`src/eda_pkg.sv`:
```
// Summary of operation
// - Every machine cycle is four clocks, states one to four in fixed order.
// - Internal timing uses both clock edges within a state.
// - One opcode byte fetched per machine cycle; cycles track instruction bytes. The code fetches no byte in the access cycles of an external move.
// - Other instructions last one to five machine cycles: five duration classes.
// - External data move lasts from two to nine machine cycles.
// - Read and write strobes widen with the added machine cycles.
// - Index form: address low from index register, high from port 2 latch.
// - Pointer form: all sixteen address bits from the selected data pointer.
// - Select bit 0 picks data pointer zero, 1 picks data pointer one.
// - Upper seven select register bits do nothing and read zero.
// - Incrementing or decrementing the select register toggles the pointer.
// - Move starts with a normal fetch; access happens in the following cycle.
// - Stretch field bits 2..0 give move length of stretch plus two cycles.
// - Stretch lengthens only the external move; other timing unchanged.
// - Stretch resets to 1 (three cycles); writing 0 gives two cycles.
package eda_pkg;
    localparam logic [7:0] OFS_DP0_LO      = 8'h82;
    localparam logic [7:0] OFS_DP0_HI      = 8'h83;
    localparam logic [7:0] OFS_DP1_LO      = 8'h84;
    localparam logic [7:0] OFS_DP1_HI      = 8'h85;
    localparam logic [7:0] OFS_PTR_SELECT  = 8'h86;
    localparam logic [7:0] OFS_BUS_TIMING  = 8'h8e;
    localparam logic [7:0] OFS_STATUS      = 8'h8f;
    localparam int         SEL_BIT_POS     = 0;
    localparam int         STRETCH_LSB     = 0;
    localparam int         STRETCH_W       = 3;
    localparam logic [2:0] STRETCH_RESET   = 3'h1;
    localparam logic       SEL_RESET       = 1'b0;
    localparam logic [15:0] DP_RESET       = 16'h0000;
    localparam int         CLKS_PER_MC     = 4;
    localparam int         MC_MAX_NORMAL   = 5;
    localparam int         EXTERNAL_DATA_MOVE_BASE_MC    = 2;
    localparam logic [1:0] PH_ONE          = 2'h0;
    localparam logic [1:0] PH_TWO          = 2'h1;
    localparam logic [1:0] PH_THREE        = 2'h2;
    localparam logic [1:0] PH_FOUR         = 2'h3;
    typedef enum logic [1:0] {ST_IDLE, ST_FETCH, ST_EXEC, ST_ACCESS} eda_state_t;
endpackage : eda_pkg

```
`src/eda_ext_access.sv`:
```
`timescale 1ns/10ps
module eda_ext_access #(
    parameter int NORMAL_MC_MAX = eda_pkg::MC_MAX_NORMAL
) (
    input  wire logic        i_clk,
    input  wire logic        i_resetn,
    input  wire logic [7:0]  i_addr,
    input  wire logic [7:0]  i_wdata,
    input  wire logic        i_wr,
    input  wire logic        i_rd,
    output logic [7:0]       o_rdata,
    input  wire logic        i_op_valid,
    input  wire logic        i_op_external_data_move,
    input  wire logic        i_op_ptr_form,
    input  wire logic        i_op_write,
    input  wire logic [2:0]  i_op_cycles,
    input  wire logic [7:0]  i_op_wdata,
    input  wire logic [7:0]  i_index_reg,
    input  wire logic [7:0]  i_port2_latch,
    input  wire logic [7:0]  i_ext_rdata,
    output logic [15:0]      o_ext_addr,
    output logic [7:0]       o_ext_wdata,
    output logic             o_rd_n,
    output logic             o_wr_n,
    output logic             o_fetch,
    output logic             o_busy,
    output logic             o_done,
    output logic [7:0]       o_op_rdata,
    output logic [1:0]       o_state
);
    import eda_pkg::*;

    generate
        if (NORMAL_MC_MAX < 1 || NORMAL_MC_MAX > 7) begin : g_bad_param
            $error("NORMAL_MC_MAX must lie in 1..7");
        end
    endgenerate

    logic [1:0]     phase;
    logic [1:0]     phase_nx;
    eda_state_t     state_reg;
    eda_state_t     state_next;
    logic [3:0]     mc_reg;
    logic [3:0]     mc_next;
    logic [3:0]     last_reg;
    logic           external_data_move_reg;
    logic           ptr_form_reg;
    logic           write_reg;
    logic [2:0]     stretch_reg;
    logic [2:0]     cycles_reg;
    logic [15:0]    dp0_reg;
    logic [15:0]    dp1_reg;
    logic           sel_reg;
    logic [2:0]     timing_reg;
    logic [7:0]     rdata_reg;
    logic [15:0]    addr_reg;
    logic [7:0]     wdata_reg;
    logic           rd_n_reg;
    logic           wr_n_reg;
    logic           fetch_reg;
    logic           busy_reg;
    logic           done_reg;
    logic [7:0]     op_rdata_reg;
    logic [7:0]     neg_sample_reg;

    eda_cycle_seq u_seq (
        .i_clk        (i_clk),
        .i_resetn     (i_resetn),
        .o_phase      (phase),
        .o_phase_next (phase_nx)
    );

    // Register port decode
    wire wr_dp0_lo   = i_wr && (i_addr == OFS_DP0_LO);
    wire wr_dp0_hi   = i_wr && (i_addr == OFS_DP0_HI);
    wire wr_dp1_lo   = i_wr && (i_addr == OFS_DP1_LO);
    wire wr_dp1_hi   = i_wr && (i_addr == OFS_DP1_HI);
    wire wr_sel      = i_wr && (i_addr == OFS_PTR_SELECT);
    wire wr_timing   = i_wr && (i_addr == OFS_BUS_TIMING);

    function automatic logic [7:0] read_mux(input logic [7:0] a);
        case (a)
            OFS_DP0_LO:     read_mux = dp0_reg[7:0];
            OFS_DP0_HI:     read_mux = dp0_reg[15:8];
            OFS_DP1_LO:     read_mux = dp1_reg[7:0];
            OFS_DP1_HI:     read_mux = dp1_reg[15:8];
            OFS_PTR_SELECT: read_mux = {7'h00, sel_reg};
            OFS_BUS_TIMING: read_mux = {5'h00, timing_reg};
            OFS_STATUS:     read_mux = {busy_reg, external_data_move_reg, write_reg, 3'h0, phase};
            default:        read_mux = 8'h00;
        endcase
    endfunction : read_mux

    wire [7:0]  rd_value   = read_mux(i_addr);
    wire [15:0] active_dp  = sel_reg ? dp1_reg : dp0_reg;
    // Address source for the access cycle
    wire [15:0] addr_src   = ptr_form_reg ? active_dp : {i_port2_latch, i_index_reg};

    // Instruction sequencing at machine-cycle boundaries
    wire        mc_end     = (phase == PH_FOUR);
    wire        at_last    = (state_reg != ST_IDLE) && (mc_reg == last_reg);
    wire        take_op    = mc_end && i_op_valid && ((state_reg == ST_IDLE) || at_last);
    wire [2:0]  cyc_clamp  = (i_op_cycles == 3'h0) ? 3'h1 :
                             (i_op_cycles > 3'(NORMAL_MC_MAX)) ? 3'(NORMAL_MC_MAX) : i_op_cycles;
    wire [3:0]  last_new   = i_op_external_data_move ? ({1'b0, timing_reg} + 4'h1) : ({1'b0, cyc_clamp} - 4'h1);
    wire        enter_acc  = mc_end && (state_reg == ST_FETCH) && external_data_move_reg && !at_last;

    always_comb begin
        state_next = state_reg;
        mc_next    = mc_reg;
        if (mc_end) begin
            if (take_op) begin
                state_next = ST_FETCH;
                mc_next    = 4'h0;
            end else if ((state_reg == ST_IDLE) || at_last) begin
                state_next = ST_IDLE;
                mc_next    = 4'h0;
            end else begin
                state_next = external_data_move_reg ? ST_ACCESS : ST_EXEC;
                mc_next    = mc_reg + 4'h1;
            end
        end
    end

    // Strobe placement for the cycle about to start
    wire [3:0]  acc_idx    = mc_next - 4'h1;
    wire        in_acc_nx  = (state_next == ST_ACCESS);
    wire        strb_s0    = (acc_idx == 4'h0) && ((phase_nx == PH_TWO) || (phase_nx == PH_THREE));
    wire        strb_first = (acc_idx == 4'h0) && (phase_nx >= PH_THREE);
    wire        strb_mid   = (acc_idx != 4'h0) && (acc_idx < {1'b0, stretch_reg});
    wire        strb_last  = (acc_idx == {1'b0, stretch_reg}) && (phase_nx <= PH_TWO);
    // Widening keeps the strobe centred on the access; width is 2 clocks, else 4 per stretch step
    wire        strobe_nx  = in_acc_nx && ((stretch_reg == 3'h0) ? strb_s0
                                          : (strb_first || strb_mid || strb_last));
    wire        fetch_nx   = (phase_nx == PH_ONE) && ((state_next == ST_FETCH) || (state_next == ST_EXEC));

    always_ff @(posedge i_clk or negedge i_resetn) begin
        if (!i_resetn) begin
            state_reg <= ST_IDLE;
            mc_reg    <= 4'h0;
        end else begin
            state_reg <= state_next;
            mc_reg    <= mc_next;
        end
    end

    // Operation attributes are frozen at acceptance so a mid-move bus timing write cannot disturb it; pointer and select writes still apply until access entry
    always_ff @(posedge i_clk or negedge i_resetn) begin
        if (!i_resetn) begin
            last_reg     <= 4'h0;
            external_data_move_reg     <= 1'b0;
            ptr_form_reg <= 1'b0;
            write_reg    <= 1'b0;
            stretch_reg  <= STRETCH_RESET;
            cycles_reg   <= 3'h1;
            wdata_reg    <= 8'h00;
        end else if (take_op) begin
            last_reg     <= last_new;
            external_data_move_reg     <= i_op_external_data_move;
            ptr_form_reg <= i_op_ptr_form;
            write_reg    <= i_op_write;
            stretch_reg  <= timing_reg;
            cycles_reg   <= cyc_clamp;
            wdata_reg    <= i_op_wdata;
        end
    end

    always_ff @(posedge i_clk or negedge i_resetn) begin
        if (!i_resetn) begin
            dp0_reg    <= DP_RESET;
            dp1_reg    <= DP_RESET;
            sel_reg    <= SEL_RESET;
            timing_reg <= STRETCH_RESET;
        end else begin
            if (wr_dp0_lo) dp0_reg[7:0]  <= i_wdata;
            if (wr_dp0_hi) dp0_reg[15:8] <= i_wdata;
            if (wr_dp1_lo) dp1_reg[7:0]  <= i_wdata;
            if (wr_dp1_hi) dp1_reg[15:8] <= i_wdata;
            // Only bit 0 is stored, so a read-add-write of this register flips the pointer
            if (wr_sel) sel_reg <= i_wdata[SEL_BIT_POS];
            if (wr_timing) timing_reg <= i_wdata[STRETCH_LSB +: STRETCH_W];
        end
    end

    always_ff @(posedge i_clk or negedge i_resetn) begin
        if (!i_resetn) begin
            rdata_reg <= 8'h00;
        end else begin
            rdata_reg <= i_rd ? rd_value : 8'h00;
        end
    end

    // Address loads once at access entry and is then held until the next move
    always_ff @(posedge i_clk or negedge i_resetn) begin
        if (!i_resetn) begin
            addr_reg <= 16'h0000;
        end else if (enter_acc) begin
            addr_reg <= addr_src;
        end
    end

    always_ff @(posedge i_clk or negedge i_resetn) begin
        if (!i_resetn) begin
            rd_n_reg  <= 1'b1;
            wr_n_reg  <= 1'b1;
            fetch_reg <= 1'b0;
            busy_reg  <= 1'b0;
            done_reg  <= 1'b0;
        end else begin
            rd_n_reg  <= !(strobe_nx && !write_reg);
            wr_n_reg  <= !(strobe_nx && write_reg);
            fetch_reg <= fetch_nx;
            busy_reg  <= (state_next != ST_IDLE);
            done_reg  <= mc_end && at_last;
        end
    end

    // Read data is caught on the falling edge, mid-clock, while the strobe is still low
    always_ff @(negedge i_clk or negedge i_resetn) begin
        if (!i_resetn) begin
            neg_sample_reg <= 8'h00;
        end else if (!rd_n_reg) begin
            neg_sample_reg <= i_ext_rdata;
        end
    end

    always_ff @(posedge i_clk or negedge i_resetn) begin
        if (!i_resetn) begin
            op_rdata_reg <= 8'h00;
        end else if (mc_end && at_last && external_data_move_reg && !write_reg) begin
            op_rdata_reg <= neg_sample_reg;
        end
    end

    assign o_rdata     = rdata_reg;
    assign o_ext_addr  = addr_reg;
    assign o_ext_wdata = wdata_reg;
    assign o_rd_n      = rd_n_reg;
    assign o_wr_n      = wr_n_reg;
    assign o_fetch     = fetch_reg;
    assign o_busy      = busy_reg;
    assign o_done      = done_reg;
    assign o_op_rdata  = op_rdata_reg;
    assign o_state     = phase;

    // Helper counters for the checks below
    logic [6:0] h_clk_cnt;
    logic [5:0] h_strb_cnt;
    wire        strobe_act = !rd_n_reg || !wr_n_reg;

    always_ff @(posedge i_clk or negedge i_resetn) begin
        if (!i_resetn) begin
            h_clk_cnt  <= 7'h00;
            h_strb_cnt <= 6'h00;
        end else begin
            h_clk_cnt  <= take_op ? 7'h01 : h_clk_cnt + 7'h01;
            h_strb_cnt <= strobe_act ? h_strb_cnt + 6'h01 : 6'h00;
        end
    end

    chk_external_data_move_length: assert property (@(posedge i_clk) disable iff (!i_resetn)
        (mc_end && at_last && external_data_move_reg) |-> (h_clk_cnt == 7'(CLKS_PER_MC * (stretch_reg + EXTERNAL_DATA_MOVE_BASE_MC))))
        else $error("external move length differs from stretch plus two");

    chk_normal_len: assert property (@(posedge i_clk) disable iff (!i_resetn)
        (mc_end && at_last && !external_data_move_reg) |-> (h_clk_cnt == 7'(CLKS_PER_MC * cycles_reg)))
        else $error("normal instruction length changed");

    chk_strobe_width: assert property (@(posedge i_clk) disable iff (!i_resetn)
        $fell(strobe_act) |-> (h_strb_cnt == ((stretch_reg == 3'h0) ? 6'h02 : 6'(CLKS_PER_MC * stretch_reg))))
        else $error("strobe width does not match stretch");

    chk_addr_stable: assert property (@(posedge i_clk) disable iff (!i_resetn)
        (strobe_act && $past(strobe_act)) |-> $stable(addr_reg))
        else $error("address moved during strobe");

    chk_addr_source: assert property (@(posedge i_clk) disable iff (!i_resetn)
        (enter_acc && ptr_form_reg) |=> (addr_reg == (sel_reg ? dp1_reg : dp0_reg)))
        else $error("pointer form address not from selected pointer");

    chk_index_addr: assert property (@(posedge i_clk) disable iff (!i_resetn)
        (enter_acc && !ptr_form_reg) |=> (addr_reg == {$past(i_port2_latch), $past(i_index_reg)}))
        else $error("index form address wrong");

    chk_sel_upper: assert property (@(posedge i_clk) disable iff (!i_resetn)
        (i_rd && (i_addr == OFS_PTR_SELECT)) |=> (rdata_reg[7:1] == 7'h00))
        else $error("select register upper bits not zero");

    chk_no_strobe_fetch: assert property (@(posedge i_clk) disable iff (!i_resetn)
        (state_reg == ST_FETCH) |-> !strobe_act)
        else $error("strobe during opcode fetch");

    chk_fetch_pulse: assert property (@(posedge i_clk) disable iff (!i_resetn)
        fetch_reg |-> (phase == PH_ONE) ##1 !fetch_reg [*3])
        else $error("more than one fetch per machine cycle");

    chk_done_single: assert property (@(posedge i_clk) disable iff (!i_resetn)
        done_reg |=> !done_reg)
        else $error("done pulse longer than one clock");

    chk_strobe_excl: assert property (@(posedge i_clk) disable iff (!i_resetn)
        !(!rd_n_reg && !wr_n_reg))
        else $error("read and write strobes low together");
endmodule : eda_ext_access

```
`src/eda_cycle_seq.sv`:
```
`timescale 1ns/10ps
module eda_cycle_seq (
    input  wire logic       i_clk,
    input  wire logic       i_resetn,
    output logic [1:0]      o_phase,
    output logic [1:0]      o_phase_next
);
    import eda_pkg::*;

    logic [1:0] phase_reg;

    assign o_phase_next = phase_reg + 2'h1;
    assign o_phase      = phase_reg;

    always_ff @(posedge i_clk or negedge i_resetn) begin
        if (!i_resetn) begin
            phase_reg <= PH_ONE;
        end else begin
            phase_reg <= o_phase_next;
        end
    end

    chk_phase_order: assert property (@(posedge i_clk) disable iff (!i_resetn)
        (phase_reg == PH_FOUR) |=> (phase_reg == PH_ONE) ##1 (phase_reg == PH_TWO) ##1 (phase_reg == PH_THREE))
        else $error("machine cycle states out of order");
endmodule : eda_cycle_seq

```
`config.mk`:
```
export PLATFORM = sky130hd
export DESIGN_NAME = eda_ext_access
export DESIGN_NICKNAME = d
export VERILOG_FILES = /design/src/eda_pkg.sv /design/src/eda_ext_access.sv /design/src/eda_cycle_seq.sv
export SDC_FILE = /design/constraint.sdc
export NUM_CORES = 1
export LEC_CHECK = 0
export BUFFER_PORTS_ARGS = -buffer_cell sky130_fd_sc_hd__buf_2
export CELL_PAD_IN_SITES_DETAIL_PLACEMENT = 2
export CELL_PAD_IN_SITES_GLOBAL_PLACEMENT = 2
export CORE_UTILIZATION = 39
export DETAILED_ROUTE_END_ITERATION = 8
export PLACE_DENSITY_LB_ADDON = 0.1
export REMOVE_ABC_BUFFERS = 1
export SYNTH_ARGS = -nofsm -noshare
export SYNTH_HDL_FRONTEND = slang
export SYNTH_SLANG_ARGS = --single-unit
```
`constraint.sdc`:
```
create_clock -name i_clk -period 7.1 [get_ports i_clk]
set_clock_uncertainty 0.2 [all_clocks]
set_input_delay 0.71 -clock i_clk [delete_from_list [all_inputs] [get_ports i_clk]]
set_output_delay 0.71 -clock i_clk [all_outputs]
set_load 0.05 [all_outputs]
```
==> results.sh, run 1 <==
export IMPL_fp_dieH_um=118
export IMPL_rsz0062_at_grt="false"
export IMPL_cap_violations=0
export IMPL_detail_route_antenna_nets=0
export IMPL_io_pins=106
export IMPL_drt_iter0_markers=110
export IMPL_antenna_found_initial=0
export IMPL_synth_cell_type_count=52
export IMPL_synth_seq_cells=107
export IMPL_grtUsageTotal=0.211
export IMPL_final_cell_area_um2=6230
export IMPL_holdWs_ps=211
export IMPL_cpPeakStageDelay_ps=660
export IMPL_cts_clk_slew_worst_paths_ps=60
export IMPL_wl_per_cell_um=19.3
export IMPL_dp_hpwl_mm=9.91
export IMPL_clk_path_buf_depth=2
export IMPL_cts_root_buffer="clkbuf_16"
export IMPL_p_leak_nw=3.03
export IMPL_yosysMostFrequentCell="dfrtp_1"
export IMPL_grt_pass1_wl_mm=22.5
export IMPL_synthTopCellsByArea="dfrtp_1, mux2_2, mux2i_1"
export IMPL_grt_pass1_vias=4134
export IMPL_hp_class="in2async"
export IMPL_path_delay_family="flip-flops"
export IMPL_status="finished, final reports clean"
export IMPL_post_place_cells=695
export IMPL_yosysTopAreaCell="dfrtp_1"
export IMPL_wl_met3_um=565
export IMPL_start_util=0.407
export IMPL_cp_required_ps=3550
export IMPL_coreArea_um2=12800
export IMPL_port_buffers=105
export IMPL_dr_pass1_iters=5
export IMPL_total_power_mw=2.15
export IMPL_yosysSeqAreaShare=0.514
export IMPL_antenna_cells=0
export IMPL_slew_headroom=0.262
export IMPL_synth_cell_area_um2=5220
export IMPL_num_rows=41
export IMPL_synth_edf_count=0
export IMPL_cp_buffers_inverters=0
export IMPL_worstPathCellList="mux2_2"
export IMPL_cts_setup_buffers=0
export IMPL_grt_overflow_total=0
export IMPL_cts_buffers=9
export IMPL_cpMaxStageDelayCell="dfstp_2"
export IMPL_wl_mm=13.7
export IMPL_worstMarginPinSlew_ps=1110
export IMPL_vias=3771
export IMPL_grt_max_degree=59
export IMPL_yosysTopAreaCellShare=0.456
export IMPL_clock_latency_ps=360
export IMPL_fin_tns_setup_ps=0
export IMPL_slew_viol_final=0
export IMPL_cp_arrival_ps=1380
export IMPL_worstSetupPathType="reg2reg"
export IMPL_synth_ff_type="dfrtp_1"
export IMPL_syn_to_final_growth_pct=19.4
export IMPL_nets=605
export IMPL_power_density_nw_per_um2=345
export IMPL_viasPerCell=5.30
export IMPL_ir_drop_mv=0.202
export IMPL_drive_gt1_frac=0.403
export IMPL_numClockSinks=107
export IMPL_cts_tree="yes"
export IMPL_worstSetupStartpointType="flip-flop"
export IMPL_drt_drc_violations_left=0
export IMPL_dieArea_um2=13800
export IMPL_cp_max_fo=9
export IMPL_synth_async_reset_ratio=1.00
export IMPL_fin_cells=711
export IMPL_hold_viol_final=0
export IMPL_place_area_um2=5900
export IMPL_gp_congestion=0.787
export IMPL_die_w_um=118
export IMPL_netlist_instances=433
export IMPL_dr_wl_met2_mm=7.01
export IMPL_ctsResizeCount=0
export IMPL_top_layer="met4"
export IMPL_syn_area_per_cell_um2=12.0
export IMPL_ctsHtreeMaxLevel=3
export IMPL_wl_met1_mm=6.00
export IMPL_setup_viol=0
export IMPL_synth_warnings=0
export IMPL_hold_buffers=0
export IMPL_endpoint_kind="flip-flop"
export IMPL_synth_commonest_cells="dfrtp_1, mux2_2, nor2_1"
==> routing by layer <==
metal	track usage	vias to the layer above
met5	0	-
met4	0.0537	0
met3	0.0484	16
met2	0.367	85
met1	0.262	1928
li1	-	1742
==> per-stage QoR <==
stage                     worst slack [ps]   util
final                                 2170  0.486
after global routing                  2130  0.486
after CTS                             2150  0.486
after detailed placement              2110  0.460
after global placement                2130  0.460
after floorplan                       2070      -
==> worst paths after layout <==
kind | startpoint | end | slack [ps] | depth (start not counted)
min | i_resetn | o_done | 210 | 1
max in group asynchronous | i_resetn | neg_sample_reg[1] | 2530 | 1
max | o_rd_n | neg_sample_reg[3] | 2170 | 1
min reg2reg | neg_sample_reg[5] | neg_sample_reg[5] | 250 | 1
min in group i_clk | neg_sample_reg[5] | neg_sample_reg[5] | 250 | 1
max reg2reg | o_rd_n | neg_sample_reg[3] | 2170 | 1
==> report_power, final <==
part / internal [mW] / switching [mW]
clock network: 0.344 / 0.222
logic: 0.251 / 0.477
registers: 0.732 / 0.122
total: 1.33 / 0.821
==> area by class of cell <==
cell class / instances / area (um2)
clock buffers: 11 / 233
clock inverters: 5 / 101
fillers: 1297 / 6600
inverters: 14 / 52.6
multi-input cells: 295 / 2400
flip-flops and latches: 107 / 2680
well taps: 172 / 215
repair buffers: 107 / 543
==> placed cells by master, fill, tap and decap left out, drive strengths merged, types with 5 or more instances in the layout <==
master  netlist  layout
a21oi        23      23
a22o          5       5
a22oi         6       6
buf           8     107
clkbuf        9      11
dfrtn         8       8
dfrtp        95      95
ha           12      12
inv          14      14
mux2         82      82
mux2i        26      26
nand2        24      24
nor2         44      44
nor3          5       5
o21ai        14      14
xnor2         5       5
xor2          7       7
==> logic make-up after synthesis <==
kind of cell / Yosys count / share of synthesized area
xor gates and xnor gates: 12 / 0.0201
and+or+nand+nor: 100 / 0.107
buffers and inverters: 31 / 0.0252
DFF: 107 / 0.514
muxes: 108 / 0.228
adders and majority gates: 12 / 0.0288
AOI/OAI and AO/OA: 63 / 0.0775
No activity file was read; power rests on OpenSTA's default activity.
==> inputs of run 2 (changes only) <==
- ABC_AREA: default -> 1
- CORE_UTILIZATION: 39 -> 32
- clock period: 7.1 -> 5.1 ns (I/O delays scaled with it)
==> results.sh, run 2 <==
export IMPL_yosysTopAreaCell="dfrtp_1"
export IMPL_hp_class="in2reg"
export IMPL_antenna_found_initial=0
export IMPL_setup_viol=0
export IMPL_rrSetupSlack_ps=1340
export IMPL_crit_reg2reg_launch="o_rd_n"
export IMPL_slew_viol_final=0
export IMPL_hold_buffers=1
export IMPL_numClockSinks=107
export IMPL_wl_per_cell_um=16.6
export IMPL_clk_path_buf_depth=2
export IMPL_crit_cells=1
export IMPL_io_pins=106
export IMPL_synth_warnings=0
export IMPL_synth_cell_area_um2=5100
export IMPL_power_density_nw_per_um2=416
export IMPL_seq_area_um2=2680
export IMPL_viasPerCell=4.87
export IMPL_coreArea_um2=15400
export IMPL_cp_buffers_inverters=0
export IMPL_synth_edf_count=0
export IMPL_cts_tree="yes"
export IMPL_nets=760
export IMPL_yosysMostFrequentCell="nand2_1"
export IMPL_cp_arrival_ps=1200
export IMPL_path_delay_family="flip-flops"
export IMPL_drt_drc_violations_left=0
export IMPL_grt_overflow_total=0
export IMPL_crit_path_start="o_rd_n"
export IMPL_fp_dieH_um=128
export IMPL_cpMaxStageDelayCell="dfstp_2"
export IMPL_yosysTopAreaCellShare=0.466
export IMPL_synth_commonest_cells="nand2_1, dfrtp_1, inv_1"
export IMPL_mostFrequentLayoutCells="nand2_1, buf_2, dfrtp_1"
export IMPL_grt_pass1_wl_mm=24.7
export IMPL_synth_cell_type_count=42
export IMPL_cts_clk_slew_worst_paths_ps=80
export IMPL_port_buffers=105
export IMPL_start_util=0.332
export IMPL_ctsHtreeMaxLevel=3
export IMPL_die_w_um=128
export IMPL_fin_tns_setup_ps=0
export IMPL_cts_setup_buffers=0
export IMPL_fillers=1744
export IMPL_wl_mm=15.0
export IMPL_grtUsageTotal=0.197
export IMPL_cp_max_fo=17
export IMPL_synthTopCellsByArea="dfrtp_1, nand2_1, o21ai_0"
export IMPL_dp_hpwl_mm=10.7
export IMPL_grt_pass1_vias=4856
export IMPL_drt_iter0_markers=109
export IMPL_yosysSeqAreaShare=0.526
export IMPL_syn_to_final_growth_pct=19.9
export IMPL_slew_headroom=0.315
export IMPL_antenna_cells=0
export IMPL_endpoint_kind="flip-flop"
export IMPL_synth_ff_type="dfrtp_1"
export IMPL_worstSetupStartpointType="flip-flop"
export IMPL_synth_async_reset_ratio=1.00
export IMPL_netlist_instances=590
export IMPL_ff2ff_path_depth=1
export IMPL_worstSetupPathType="reg2reg"
export IMPL_grt_max_degree=72
export IMPL_worstMarginPinSlew_ps=1030
export IMPL_drive_gt1_frac=0.239
export IMPL_utilization=0.398
export IMPL_cp_required_ps=2540
export IMPL_hold_viol_final=0
export IMPL_r2r_end="neg_sample_reg[2]"
export IMPL_detail_route_antenna_nets=0
export IMPL_vias=4411
export IMPL_num_rows=45
export IMPL_rsz0062_at_grt="false"
export IMPL_gp_congestion=0.800
export IMPL_status="finished, final reports clean"
export IMPL_ctsResizeCount=0
export IMPL_final_common_cell="nand2_1"
export IMPL_p_leak_nw=2.95
export IMPL_cts_buffers=9
export IMPL_cap_violations=0
export IMPL_crit_end="neg_sample_reg[2]"
export IMPL_syn_area_per_cell_um2=8.65
export IMPL_dr_pass1_iters=4
export IMPL_dieArea_um2=16500
export IMPL_total_power_mw=2.54
export IMPL_ir_drop_mv=0.176
export IMPL_synth_seq_cells=107
export IMPL_multi_input_area_um2=2040
export IMPL_worstPathCellList="a21oi_1"
export IMPL_cts_root_buffer="clkbuf_16"
export IMPL_cpPeakStageDelay_ps=720
export IMPL_clock_latency_ps=360
## run 2: cell types whose count changed after synthesis, sizes merged, moves of 16 or more
cell   delta
a31oi    +16
inv      +59
mux2i    -26
o21ai    +61
nand2   +126
mux2     -82
## run 2: cell type report
cell class / instances / share of cell area
Multi-Input combinational cell: 389 / 0.334
Clock inverter: 6 / 0.00716
Sequential cell: 107 / 0.439
Timing Repair Buffer: 109 / 0.0917
Inverter: 73 / 0.0448
Clock buffer: 10 / 0.0409
Tap cell: 211 / 0.0432
## run 2: per-stage QoR
step                setup slack (ps)  instance area [um2]  std cells  hold slack, ps
global route                    1270                 6120        905             156
floorplan                       1270                 5000        569            14.4
global placement                1370                 5810        888             221
CTS                             1320                 6120        905             137
finish                          1340                 6120        905             144
detailed placement              1340                 5810        888             237
## run 2: logic make-up after synthesis
group                    share of synthesized area
AO/OA/AOI/OAI                                0.169
XOR/XNOR                                   0.00858
adder cells (fa/ha/maj)                     0.0294
buffers and inverters                       0.0743
flip-flops                                   0.526
AND/OR/NAND/NOR                              0.192
## run 2: power by group
group,total (mW),internal [mW],switching (mW)
combinational,0.766,0.219,0.547
sequential,1.07,0.986,0.0875
clock,0.703,0.365,0.338
total,2.54,1.57,0.972
## run 2: worst min-delay path by stage
stage	start	endpoint	slack, ps	cells after the start
2_1_floorplan	i_resetn	dp0_reg[0]	10	0
3_3_place_gp	write_reg	o_wr_n	220	1
3_5_place_dp	write_reg	o_wr_n	240	1
4_1_cts	i_op_wdata[7]	o_ext_wdata[7]	140	3
5_1_grt	i_op_wdata[4]	o_ext_wdata[4]	160	3
6_report	i_op_wdata[7]	o_ext_wdata[7]	140	3
## run 2: per-layer routing
layer	up-vias	wire [um]	track usage
met5	-	0	0
met4	0	169	0.0561
met3	9	365	0.0326
met2	70	7900	0.365
met1	2206	6600	0.231
li1	2126	-	-
